<file path="config.mk">
export PLATFORM = sky130hd
export DESIGN_NAME = mgmt_mailbox
export DESIGN_NICKNAME = d
export VERILOG_FILES = /design/src/core/mbx_pkg.sv /design/src/core/port_mbox_if.sv /design/src/core/mgmt_mailbox.sv /design/src/core/port_mailbox.sv /design/src/core/fw_store.sv
export SDC_FILE = /design/constraint.sdc
export NUM_CORES = 1
export LEC_CHECK = 0
export ABC_AREA = 1
export BUFFER_PORTS_ARGS = -buffer_cell sky130_fd_sc_hd__buf_2
export CAP_MARGIN = 15
export CELL_PAD_IN_SITES_DETAIL_PLACEMENT = 1
export CELL_PAD_IN_SITES_GLOBAL_PLACEMENT = 2
export CORE_ASPECT_RATIO = 0.7
export CORE_MARGIN = 2
export CORE_UTILIZATION = 42
export CTS_BUF_LIST = sky130_fd_sc_hd__clkbuf_4 sky130_fd_sc_hd__clkbuf_8
export CTS_CLUSTER_DIAMETER = 120
export DETAILED_ROUTE_END_ITERATION = 10
export PLACE_DENSITY = 0.92
export SETUP_SLACK_MARGIN = 0.05
export SYNTH_ARGS = -nofsm -noshare
export SYNTH_HDL_FRONTEND = slang
export SYNTH_SLANG_ARGS = --single-unit
</file>
<file path="constraint.sdc">
create_clock -name clock_i -period 5.7 [get_ports clock_i]
set_clock_uncertainty 0.1 [all_clocks]
set_input_delay 0.855 -clock clock_i [delete_from_list [all_inputs] [get_ports clock_i]]
set_output_delay 0.855 -clock clock_i [all_outputs]
set_load 0.01 [all_outputs]
</file>
<file path="src/core/mbx_pkg.sv">
package mbx_pkg;

  ////////////////////////////////////////////////////////////////////////////
  // clock and timing
  localparam int CLK_MHZ        = 10;
  localparam int HB_TIMEOUT_US  = 1000;
  localparam int HB_TIMEOUT_CYC = HB_TIMEOUT_US * CLK_MHZ;

  ////////////////////////////////////////////////////////////////////////////
  // sizes
  localparam int ADDR_W    = 20;
  localparam int NPORT     = 2;
  localparam int FW_DEPTH  = 16;
  localparam int FW_IDX_W  = 4;
  localparam int HB_CNT_W  = 16;

  typedef logic [ADDR_W-1:0] addr_t;
  typedef logic [31:0]       word_t;
  typedef logic [15:0]       code_t;

  ////////////////////////////////////////////////////////////////////////////
  // mailbox word layout: code high half, sequence low half
  localparam int CODE_MSB = 31;
  localparam int CODE_LSB = 16;
  localparam int SEQ_MSB  = 15;
  localparam int SEQ_LSB  = 0;

  ////////////////////////////////////////////////////////////////////////////
  // byte addresses
  localparam addr_t SHMEM_PTR_ADDR = 20'h0A2B4;
  localparam addr_t DRAIN_ADDR     = 20'h10060;
  localparam addr_t SHMEM_BASE     = 20'h20000;
  localparam addr_t MBX_MASK       = 20'hFFFE0;
  localparam addr_t MGMT_CTRL_ADDR = 20'h20040;
  localparam addr_t MGMT_STAT_ADDR = 20'h20044;
  localparam addr_t FW_BASE        = 20'h30000;
  localparam addr_t FW_MASK        = 20'hFFFC0;
  localparam int    MBX_PORT_BIT   = 4;
  localparam int    WORD_SEL_MSB   = 3;
  localparam int    WORD_SEL_LSB   = 2;
  localparam int    FW_IDX_MSB     = 5;

  // word select inside one port's mailbox group
  localparam logic [1:0] WORD_CMD   = 2'h0;
  localparam logic [1:0] WORD_RSP   = 2'h1;
  localparam logic [1:0] WORD_PH2P  = 2'h2;
  localparam logic [1:0] WORD_PP2H  = 2'h3;

  ////////////////////////////////////////////////////////////////////////////
  // bit positions and reset values
  localparam int    DRAIN_BIT      = 0;
  localparam int    ALIVE_BIT      = 0;
  localparam int    STAT_COMMON    = 0;
  localparam int    STAT_OWN_LSB   = 1;
  localparam int    STAT_RUN       = 3;
  localparam logic  DRAIN_RST      = 1'b0;
  localparam logic  ALIVE_RST      = 1'b0;
  localparam word_t WORD_RST       = 32'h0000_0000;
  localparam word_t PTR_DEAD       = 32'h0000_0000;

  ////////////////////////////////////////////////////////////////////////////
  // command and response codes (values arbitrary)
  localparam code_t CMD_LOAD_REQ    = 16'h1000;
  localparam code_t CMD_LOAD_DONE   = 16'h1100;
  localparam code_t RSP_LOAD_COMMON = 16'h1010;
  localparam code_t RSP_LOAD_PORT   = 16'h1011;
  localparam code_t RSP_LOAD_FUNC   = 16'h1012;
  localparam code_t RSP_LOAD_DONE   = 16'h1110;
  localparam code_t RSP_UNSUPPORTED = 16'hFFFF;

  // responder states
  typedef enum logic [2:0] {
    ST_IDLE   = 3'b001,
    ST_DECODE = 3'b010,
    ST_POST   = 3'b100
  } resp_state_e;

endpackage : mbx_pkg

</file>
<file path="src/core/port_mbox_if.sv">
`timescale 1ns/1ps
interface port_mbox_if;
  // bus side writes
  mbx_pkg::word_t wdata;
  logic           cmd_we;
  logic           pulse_we;
  logic           alive;
  // responder side writes
  logic           rsp_we;
  mbx_pkg::word_t rsp_word;
  // mailbox state
  mbx_pkg::word_t cmd_word;
  mbx_pkg::word_t rsp_cur;
  mbx_pkg::word_t pulse_in;
  mbx_pkg::word_t pulse_out;
  logic           pending;
  logic           hb_lost;

  modport mbox (
    input  wdata, cmd_we, pulse_we, alive, rsp_we, rsp_word,
    output cmd_word, rsp_cur, pulse_in, pulse_out, pending, hb_lost
  );
  modport ctrl (
    output wdata, cmd_we, pulse_we, alive, rsp_we, rsp_word,
    input  cmd_word, rsp_cur, pulse_in, pulse_out, pending, hb_lost
  );
endinterface : port_mbox_if

</file>
<file path="src/core/mgmt_mailbox.sv">
// Strobed register access is this design's own decision.
`timescale 1ns/1ps
// How it works
// - pointer register returns shared memory base when the processor is running.
// - each port has command, response and two pulse mailboxes.
// - command word holds code in bits 31:16, sequence in 15:0.
// - response word holds code in bits 31:16, sequence in 15:0.
// - host writes only command and pulse words; processor writes only response.
// - host increments sequence; response copies the command's sequence.
// - load request answered with common-init, port-init or function-init.
// - first load request always gets common-init.
// - later load requests get port-init on a port's first request once common-init has been answered, else function-init.
// - init-complete command is answered by init-complete response.
// - pulse words share the code and sequence layout.
// - missing heartbeat lets the processor take over the link.
// - always-alive flag disables the heartbeat check.
// - drain bit set stops transmit by clearing tx enable.
// - host writes drain through the register port; controller clears it on link-up while it owns a port's link.
// - microengine firmware reads back unchanged.
module mgmt_mailbox #(
  parameter int HB_TIMEOUT_CYC_P = mbx_pkg::HB_TIMEOUT_CYC
) (
  // clock and reset
  input  wire logic                     clock_i,
  input  wire logic                     srst_i,
  // register port
  input  wire mbx_pkg::addr_t           addr_i,
  input  wire mbx_pkg::word_t           wdata_i,
  input  wire logic                     wr_i,
  input  wire logic                     rd_i,
  output mbx_pkg::word_t                rdata_o,
  // pins
  input  wire logic                     mgmt_run_i,
  input  wire logic                     link_up_i,
  // link and transmit control
  output logic                          drain_o,
  output logic                          tx_enable_o,
  output logic [mbx_pkg::NPORT-1:0]     link_owner_o
);
  import mbx_pkg::*;

  ////////////////////////////////////////////////////////////////////////////
  // declarations
  port_mbox_if pif [NPORT] ();

  logic [1:0]        sy1_q, sy2_q;
  logic              lk_prev_q, lk_rise, run;
  logic              in_mbx, in_fw, port_sel;
  logic [1:0]        word_sel;
  logic [NPORT-1:0]  pend, lost;
  word_t             cmd_w [NPORT];
  word_t             rsp_v [NPORT];
  word_t             pin_v [NPORT];
  word_t             pout_v [NPORT];
  word_t             fw_rdata, rdata_d, rdata_q;
  resp_state_e       state_q;
  logic              svc_q, last_q;
  logic              common_q;
  logic [NPORT-1:0]  port_init_q;
  logic              rsp_we_q;
  word_t             rsp_word_q;
  code_t             rsp_code_d, svc_code;
  logic [15:0]       svc_seq;
  logic              alive_q, drain_q, drain_d, tx_en_q;
  logic              drain_wr;
  logic [NPORT-1:0]  own_q;

  ////////////////////////////////////////////////////////////////////////////
  // pin synchronisers: bit 0 run, bit 1 link up
  always_ff @(posedge clock_i) begin
    if (srst_i) begin
      sy1_q <= 2'h0;
      sy2_q <= 2'h0;
    end else begin
      sy1_q <= {link_up_i, mgmt_run_i};
      sy2_q <= sy1_q;
    end
  end
  assign run = sy2_q[0];

  // link-up edge from the second stage
  always_ff @(posedge clock_i) begin
    if (srst_i) lk_prev_q <= 1'b0;
    else lk_prev_q <= sy2_q[1];
  end
  assign lk_rise = sy2_q[1] && !lk_prev_q;

  ////////////////////////////////////////////////////////////////////////////
  // address decode
  assign in_mbx   = (addr_i & MBX_MASK) == SHMEM_BASE;
  assign in_fw    = (addr_i & FW_MASK) == FW_BASE;
  assign port_sel = addr_i[MBX_PORT_BIT];
  assign word_sel = addr_i[WORD_SEL_MSB:WORD_SEL_LSB];
  assign drain_wr = wr_i && addr_i == DRAIN_ADDR;

  ////////////////////////////////////////////////////////////////////////////
  // per-port mailbox groups
  for (genvar p = 0; p < NPORT; p++) begin : g_port
    // host writes reach only the command and host pulse words
    assign pif[p].wdata    = wdata_i;
    assign pif[p].cmd_we   = wr_i && in_mbx && port_sel == 1'(p) && word_sel == WORD_CMD;
    assign pif[p].pulse_we = wr_i && in_mbx && port_sel == 1'(p) && word_sel == WORD_PH2P;
    assign pif[p].alive    = alive_q;
    assign pif[p].rsp_we   = rsp_we_q && svc_q == 1'(p);
    assign pif[p].rsp_word = rsp_word_q;

    port_mailbox #(
      .HB_CYC (HB_TIMEOUT_CYC_P)
    ) u_port (
      .clock_i (clock_i),
      .srst_i  (srst_i),
      .mb      (pif[p].mbox)
    );

    // gather state for the responder and read mux
    assign pend[p]   = pif[p].pending;
    assign lost[p]   = pif[p].hb_lost;
    assign cmd_w[p]  = pif[p].cmd_word;
    assign rsp_v[p]  = pif[p].rsp_cur;
    assign pin_v[p]  = pif[p].pulse_in;
    assign pout_v[p] = pif[p].pulse_out;
  end

  ////////////////////////////////////////////////////////////////////////////
  // microengine image store
  fw_store u_fw (
    .clock_i (clock_i),
    .srst_i  (srst_i),
    .we_i    (wr_i && in_fw),
    .idx_i   (addr_i[FW_IDX_MSB:WORD_SEL_LSB]),
    .wdata_i (wdata_i),
    .rdata_o (fw_rdata)
  );

  ////////////////////////////////////////////////////////////////////////////
  // fields of the command under service
  assign svc_code = cmd_w[svc_q][CODE_MSB:CODE_LSB];
  assign svc_seq  = cmd_w[svc_q][SEQ_MSB:SEQ_LSB];

  // answer selection from the shared init state
  always_comb begin
    rsp_code_d = RSP_UNSUPPORTED;
    case (svc_code)
      CMD_LOAD_REQ: begin
        if (!common_q) rsp_code_d = RSP_LOAD_COMMON;
        else if (!port_init_q[svc_q]) rsp_code_d = RSP_LOAD_PORT;
        else rsp_code_d = RSP_LOAD_FUNC;
      end
      CMD_LOAD_DONE: rsp_code_d = RSP_LOAD_DONE;
      default: rsp_code_d = RSP_UNSUPPORTED;
    endcase
  end

  // responder sequence, alternating between ports
  always_ff @(posedge clock_i) begin
    if (srst_i) begin
      state_q <= ST_IDLE;
      svc_q   <= 1'b0;
      last_q  <= 1'b0;
    end else begin
      case (state_q)
        ST_IDLE: begin
          if (run && |pend) begin
            svc_q   <= pend[~last_q] ? ~last_q : last_q;
            state_q <= ST_DECODE;
          end
        end
        ST_DECODE: state_q <= ST_POST;
        ST_POST: begin
          last_q  <= svc_q;
          state_q <= ST_IDLE;
        end
        default: state_q <= ST_IDLE;
      endcase
    end
  end

  // response word with the command's sequence copied
  always_ff @(posedge clock_i) begin
    if (srst_i) begin
      rsp_we_q   <= 1'b0;
      rsp_word_q <= WORD_RST;
    end else begin
      rsp_we_q <= state_q == ST_DECODE;
      if (state_q == ST_DECODE) rsp_word_q <= {rsp_code_d, svc_seq};
    end
  end

  // shared and per-port init tracking
  always_ff @(posedge clock_i) begin
    if (srst_i) begin
      common_q    <= 1'b0;
      port_init_q <= '0;
    end else if (state_q == ST_DECODE && svc_code == CMD_LOAD_REQ) begin
      common_q           <= 1'b1;
      port_init_q[svc_q] <= 1'b1;
    end
  end

  ////////////////////////////////////////////////////////////////////////////
  // always-alive flag
  always_ff @(posedge clock_i) begin
    if (srst_i) alive_q <= ALIVE_RST;
    else if (wr_i && addr_i == MGMT_CTRL_ADDR) alive_q <= wdata_i[ALIVE_BIT];
  end

  // link ownership follows heartbeat loss
  always_ff @(posedge clock_i) begin
    if (srst_i) own_q <= '0;
    else own_q <= lost;
  end

  // drain: host write wins over the link-up clear
  always_comb begin
    drain_d = drain_q;
    if (drain_wr) drain_d = wdata_i[DRAIN_BIT];
    else if (lk_rise && |own_q) drain_d = 1'b0;
  end

  always_ff @(posedge clock_i) begin
    if (srst_i) begin
      drain_q <= DRAIN_RST;
      tx_en_q <= ~DRAIN_RST;
    end else begin
      drain_q <= drain_d;
      tx_en_q <= ~drain_d;
    end
  end

  ////////////////////////////////////////////////////////////////////////////
  // read mux
  always_comb begin
    rdata_d = WORD_RST;
    if (in_mbx) begin
      case (word_sel)
        WORD_CMD:  rdata_d = cmd_w[port_sel];
        WORD_RSP:  rdata_d = rsp_v[port_sel];
        WORD_PH2P: rdata_d = pin_v[port_sel];
        default:   rdata_d = pout_v[port_sel];
      endcase
    end else if (in_fw) begin
      rdata_d = fw_rdata;
    end else begin
      case (addr_i)
        SHMEM_PTR_ADDR: rdata_d = run ? 32'(SHMEM_BASE) : PTR_DEAD;
        DRAIN_ADDR:     rdata_d = 32'(drain_q);
        MGMT_CTRL_ADDR: rdata_d = 32'(alive_q);
        MGMT_STAT_ADDR: rdata_d = 32'({run, own_q, common_q});
        default:        rdata_d = WORD_RST;
      endcase
    end
  end

  // read data stands only in the cycle after the strobe
  always_ff @(posedge clock_i) begin
    if (srst_i) rdata_q <= WORD_RST;
    else rdata_q <= rd_i ? rdata_d : WORD_RST;
  end

  assign rdata_o      = rdata_q;
  assign drain_o      = drain_q;
  assign tx_enable_o  = tx_en_q;
  assign link_owner_o = own_q;
endmodule : mgmt_mailbox

</file>
<file path="src/core/port_mailbox.sv">
`timescale 1ns/1ps
module port_mailbox #(
  parameter int HB_CYC = mbx_pkg::HB_TIMEOUT_CYC
) (
  // clock and reset
  input wire logic   clock_i,
  input wire logic   srst_i,
  // mailbox group
  port_mbox_if.mbox  mb
);
  import mbx_pkg::*;

  word_t               cmd_q, rsp_q, pin_q, pout_q;
  logic                pend_q, armed_q, lost_q;
  logic [HB_CNT_W-1:0] cnt_q;
  logic                expire;

  // command word, written by the host only
  always_ff @(posedge clock_i) begin
    if (srst_i) cmd_q <= WORD_RST;
    else if (mb.cmd_we) cmd_q <= mb.wdata;
  end

  // pending: new command sets, matching response clears
  always_ff @(posedge clock_i) begin
    if (srst_i) pend_q <= 1'b0;
    else if (mb.cmd_we) pend_q <= 1'b1;
    else if (mb.rsp_we && mb.rsp_word[SEQ_MSB:SEQ_LSB] == cmd_q[SEQ_MSB:SEQ_LSB]) begin
      pend_q <= 1'b0;
    end
  end

  // response word, written by the responder only
  always_ff @(posedge clock_i) begin
    if (srst_i) rsp_q <= WORD_RST;
    else if (mb.rsp_we) rsp_q <= mb.rsp_word;
  end

  // pulse words: echo with the same code and sequence layout
  always_ff @(posedge clock_i) begin
    if (srst_i) begin
      pin_q  <= WORD_RST;
      pout_q <= WORD_RST;
    end else if (mb.pulse_we) begin
      pin_q  <= mb.wdata;
      pout_q <= mb.wdata;
    end
  end

  // heartbeat watchdog, off while the host claims always alive
  assign expire = armed_q && !lost_q && !mb.alive && (cnt_q == HB_CNT_W'(HB_CYC - 1));
  always_ff @(posedge clock_i) begin
    if (srst_i) begin
      armed_q <= 1'b0;
      cnt_q   <= '0;
      lost_q  <= 1'b0;
    end else begin
      if (mb.pulse_we) armed_q <= 1'b1;
      if (mb.pulse_we || mb.alive) cnt_q <= '0;
      else if (armed_q && !lost_q && !expire) cnt_q <= cnt_q + 1'b1;
      if (expire) lost_q <= 1'b1;
      else if (mb.pulse_we) lost_q <= 1'b0;
    end
  end

  assign mb.cmd_word  = cmd_q;
  assign mb.rsp_cur   = rsp_q;
  assign mb.pulse_in  = pin_q;
  assign mb.pulse_out = pout_q;
  assign mb.pending   = pend_q;
  assign mb.hb_lost   = lost_q;
endmodule : port_mailbox

</file>
<file path="src/core/fw_store.sv">
`timescale 1ns/1ps
module fw_store (
  // clock and reset
  input  wire logic                    clock_i,
  input  wire logic                    srst_i,
  // access
  input  wire logic                    we_i,
  input  wire logic [mbx_pkg::FW_IDX_W-1:0] idx_i,
  input  wire mbx_pkg::word_t          wdata_i,
  output mbx_pkg::word_t               rdata_o
);
  import mbx_pkg::*;

  word_t mem_q [FW_DEPTH];

  // image words, read back unchanged
  always_ff @(posedge clock_i) begin
    if (we_i) mem_q[idx_i] <= wdata_i;
  end
  assign rdata_o = mem_q[idx_i];
endmodule : fw_store

</file>
==> results.md <==
- The number of rows created at floorplan is 85.
- The power density of the placed cells is 320 mW/mm2.
- The clock root buffer is sky130_fd_sc_hd__clkbuf_8.
- For this configuration, the core starts out at a cell density of 42.5%.
- The critical path's slowest cell is sky130_fd_sc_hd__nor2_4.
- On the worst path, the slowest cell contributes a delay of 0.82 ns.
- The distinct cell type count of the synthesized netlist is 39.
- In this run the cell area of the synthesized design comes to 0.0328 mm2.
- Summing all multi-input logic gate instances after layout gives 0.0104 mm2.
- The mean post-synth cell area is 9.81 um2.
- The number of nets in the synthesized netlist is 3,401.
- Sequential cells were found to cover 64.0% of the synthesized design area.
- The final route contains 25.8k vias.
- Across the VDD grid, the largest voltage drop is 0.000181 V.
- The DRC violation count after routing is 0.
- The initial antenna violation count is 5.
- The TritonCTS clock tree is done.
- The area growth from synthesis to layout is 11.7%.
- The core area is 0.0771 mm2.
- Setup repair after global routing left no endpoint under its margin.
- The instance count along the most critical hold path is 3.
- The final period demand of the worst path is 3.38 ns.
- The pin count of the biggest net entering global routing is 191.
- The number of hold violations in the final report was 0.
- The cell count after synthesis came out at 3,341.
- The quantity of hold-fixing buffers added after cts is 0.
- After detailed routing, the average wire length per cell comes to 24.0 um.
- The signal on the critical path passes through buf_2, nor2_4, nand2_1, nor3_1, nand2_1, nor2_1, nand2_1, nor2_4, buf_4.
- The required time of the worst setup path is 6.03 ns.
- The via count of the first global-routing pass was 25.7k.
- The number of clock buffers added by TritonCTS is 120.
- The storage element area is 0.0210 mm2.
- STA classifies the critical path endpoint as a register.
- The design draws 11.7 mW.
- The vertical die dimension is 238 um.
- The accumulated negative setup slack is 0 ns.
- The global-route wire length before repair is 163 mm.
- The commonest register cell after synthesis is sky130_fd_sc_hd__edfxtp_1.
- In this run the worst path has a maximum fanout of 20.
- The number of iterations in the first detailed-routing pass is 5.
- For the pin with the worst max-slew slack, the measured transition is 1.20 ns.
- The synthesized design contains 512 enable-type register cells.
- Setup violations remaining at the end of the flow were counted as 0.
- The number of buffers and inverters on the critical path is 2.
- In this run the post-CTS setup repair buffer count came out at 0.
- The highest clock frequency the design can meet is 0.296 GHz.
- During I/O placement, the number of pins put on the boundary was 94.
- The routed via count divided by cell count is 5.66.
- The headroom to the max-slew limit is 19.7%.
- The max-slew violation total from the final report is 0.
- The critical path class is in -> reg.
- The synthesized design contains 792 register bits.
- Of the total power, the share spent switching nets is 23.7%.
- The analysis attributes to net switching a power of 2.77 mW.
- Max-cap violations in this run came to 0.
- The worst hold-check path type is in -> reg.
- The final design utilization is 47.4%.
- For this run, asynchronously set or reset flops after synthesis account for 0%.
- The share of power burned in combinational logic is 4.7%.
- The kind of cell with the highest combined delay along the critical path is simple AND/OR/NAND/NOR gates.
- The fraction of layout cells with a size suffix above 1 is 11.6%.
- The maximum count of clock buffers along a single path is 3.
- Of the total power, registers draw 52.1%.
- The nature of the critical path startpoint is an input port.
- The final global-route overflow total is 0.
- Fill cells in the final layout number 8,635.
- The clock latency on the worst-skew pair is 0.78 ns.
- The run finished with clean final reports.
- The final layout contains 3,460 nets.
- The final antenna-violating net count is 0.
- The library cells used most frequently in the layout, excluding fill and tap cells, are sky130_fd_sc_hd__nand2_1 (1,033), sky130_fd_sc_hd__edfxtp_1 (512), sky130_fd_sc_hd__a21oi_1 (295).
- The tree built by TritonCTS fans out to 792 sinks.
- The post-cts sizing count is 0.
- Leaving out fill and tap cells, the most frequent cell in the layout is sky130_fd_sc_hd__nand2_1.
- The overall die width is 338 um.
- The final routed wirelength across all metal layers is 109 mm.
- The leakage power figure is 12.8 nW.
- The port buffer count is 93.
- The worst reg-to-reg path cell count is 11.
- The critical path crosses 9 cells after its start point.
- Internal power comes to 8.93 mW.
- The share of the clock period used by the worst path after layout is 59.3%.
- After legalization and detailed placement, the total HPWL measured 64.9 mm.
- The weighted congestion reported at the end of routability-driven placement is 0.825.
- The count of warnings emitted by yosys is 0.
- The die covers 0.0803 mm2.
- The clock tree synthesis step divided the H-tree into 3 levels.
- For this run, the total global-route usage over all layers was measured as 27.0%.
- The clock input transition at the sequential cells of the worst setup and hold paths is 0.07 ns.
- The arrival time of data at the critical path endpoint is 3.71 ns.
- The clock share of power is 43.2%.
- The initial detailed-routing violation count is 2,534.
- The cell that appears most often on the critical path is sky130_fd_sc_hd__nand2_1.
[power groups by stage]
stage	logic, mW	registers [mW]	clock network [mW]
floorplan	0.299	6.22	0
global placement	0.528	6.22	0
detailed placement	0.541	6.22	0
CTS	0.544	6.10	5.10
global route	0.591	6.09	5.35
finish	0.551	6.10	5.05
[stage by stage]
step,hold slack (ns),cells,worst slack [ns],instance area (um2)
2_1_floorplan,0.288,3341,1.22,32800
3_3_place_gp,0.297,4321,1.84,34000
3_5_place_dp,0.303,4321,1.70,34000
4_1_cts,0.146,4547,2.48,36600
5_1_grt,0.172,4548,2.23,36600
6_report,0.207,4549,2.32,36600
[flip-flops by register name (all words and copies together), names as in the netlist, 3 cells and up]
signal                     cells
rdata_o                       32
u_fw.mem_q                   512
g_port.u_port.cnt_q           32
g_port.u_port.mb.cmd_word     64
state_q                        3
g_port.u_port.mb.pulse_in     64
pif.rsp_word                  21
g_port.u_port.mb.rsp_cur      42
[synth_stat cells (3+ instances only)]
| master | instances | area share, % |
|---|---|---|
| sky130_fd_sc_hd__nor3_1 | 28 | 0.43 |
| sky130_fd_sc_hd__nand4_1 | 198 | 3.8 |
| sky130_fd_sc_hd__xor2_1 | 27 | 0.72 |
| sky130_fd_sc_hd__nor2_1 | 239 | 2.7 |
| sky130_fd_sc_hd__buf_6 | 16 | 0.55 |
| sky130_fd_sc_hd__a21oi_1 | 295 | 4.5 |
| sky130_fd_sc_hd__a31oi_1 | 16 | 0.31 |
| sky130_fd_sc_hd__a22oi_1 | 24 | 0.55 |
| sky130_fd_sc_hd__buf_2 | 68 | 1.0 |
| sky130_fd_sc_hd__buf_1 | 4 | 0.046 |
| sky130_fd_sc_hd__or2_2 | 4 | 0.076 |
| sky130_fd_sc_hd__xnor2_1 | 8 | 0.21 |
| sky130_fd_sc_hd__edfxtp_1 | 512 | 47 |
| sky130_fd_sc_hd__inv_1 | 103 | 1.2 |
| sky130_fd_sc_hd__o21ai_0 | 214 | 3.3 |
| sky130_fd_sc_hd__nand2_1 | 1033 | 12 |
| sky130_fd_sc_hd__o21ai_1 | 30 | 0.46 |
| sky130_fd_sc_hd__nor2_2 | 4 | 0.076 |
| sky130_fd_sc_hd__o211ai_1 | 7 | 0.16 |
| sky130_fd_sc_hd__buf_4 | 37 | 0.85 |
| sky130_fd_sc_hd__nor2_4 | 3 | 0.10 |
| sky130_fd_sc_hd__o221ai_1 | 26 | 0.70 |
| sky130_fd_sc_hd__nand3_1 | 52 | 0.79 |
| sky130_fd_sc_hd__inv_2 | 6 | 0.069 |
| sky130_fd_sc_hd__dfxtp_1 | 280 | 17 |
| sky130_fd_sc_hd__clkbuf_1 | 86 | 0.99 |
| sky130_fd_sc_hd__nand3_2 | 4 | 0.12 |
[cell type report]
| type | instances | share of cell area, % |
|---|---|---|
| Clock buffer | 195 | 6.38 |
| Timing Repair Buffer | 148 | 2.56 |
| Multi-Input combinational cell | 2226 | 28.3 |
| Inverter | 112 | 1.17 |
| Sequential cell | 792 | 57.4 |
| Clock inverter | 31 | 0.650 |
| Antenna cell | 1 | 0.00684 |
| Tap cell | 1044 | 3.57 |
[cell families after synthesis]
kind of cell               Yosys count  share of synthesized area, %
adders and majority gates            2                        0.0764
buffers and inverters              323                          4.76
AOI/OAI and AO/OA                  618                          10.1
and+or+nand+nor                   1571                          20.1
xor gates and xnor gates            35                         0.936
DFF                                792                          64.0
[metal layers]
layer	up-vias	track usage, %	share of wire [%]
li1	11700	-	-
met2	1046	39.5	43
met5	-	0	0.045
met4	8	7.08	2.2
met1	12800	39.7	46
met3	172	6.77	9.4
[worst paths after layout]
check / start / endpoint / slack, ns
worst max-delay path: addr_i[18] / u_fw.mem_q[14][18] / 2.32
worst min-delay path: link_up_i / sy1_q[1] / 0.21
worst max register to register: g_port[0].u_port.cnt_q[0] / g_port[0].u_port.cnt_q[9] / 3.18
worst min register to register: sy1_q[1] / sy2_q[1] / 0.31
[worst min-delay path, cell delays in order]
cell	delay, ns
sky130_fd_sc_hd__buf_2	0.07
sky130_fd_sc_hd__inv_1	0.03
sky130_fd_sc_hd__nor2_1	0.06
(Power assumes the default switching activity.)
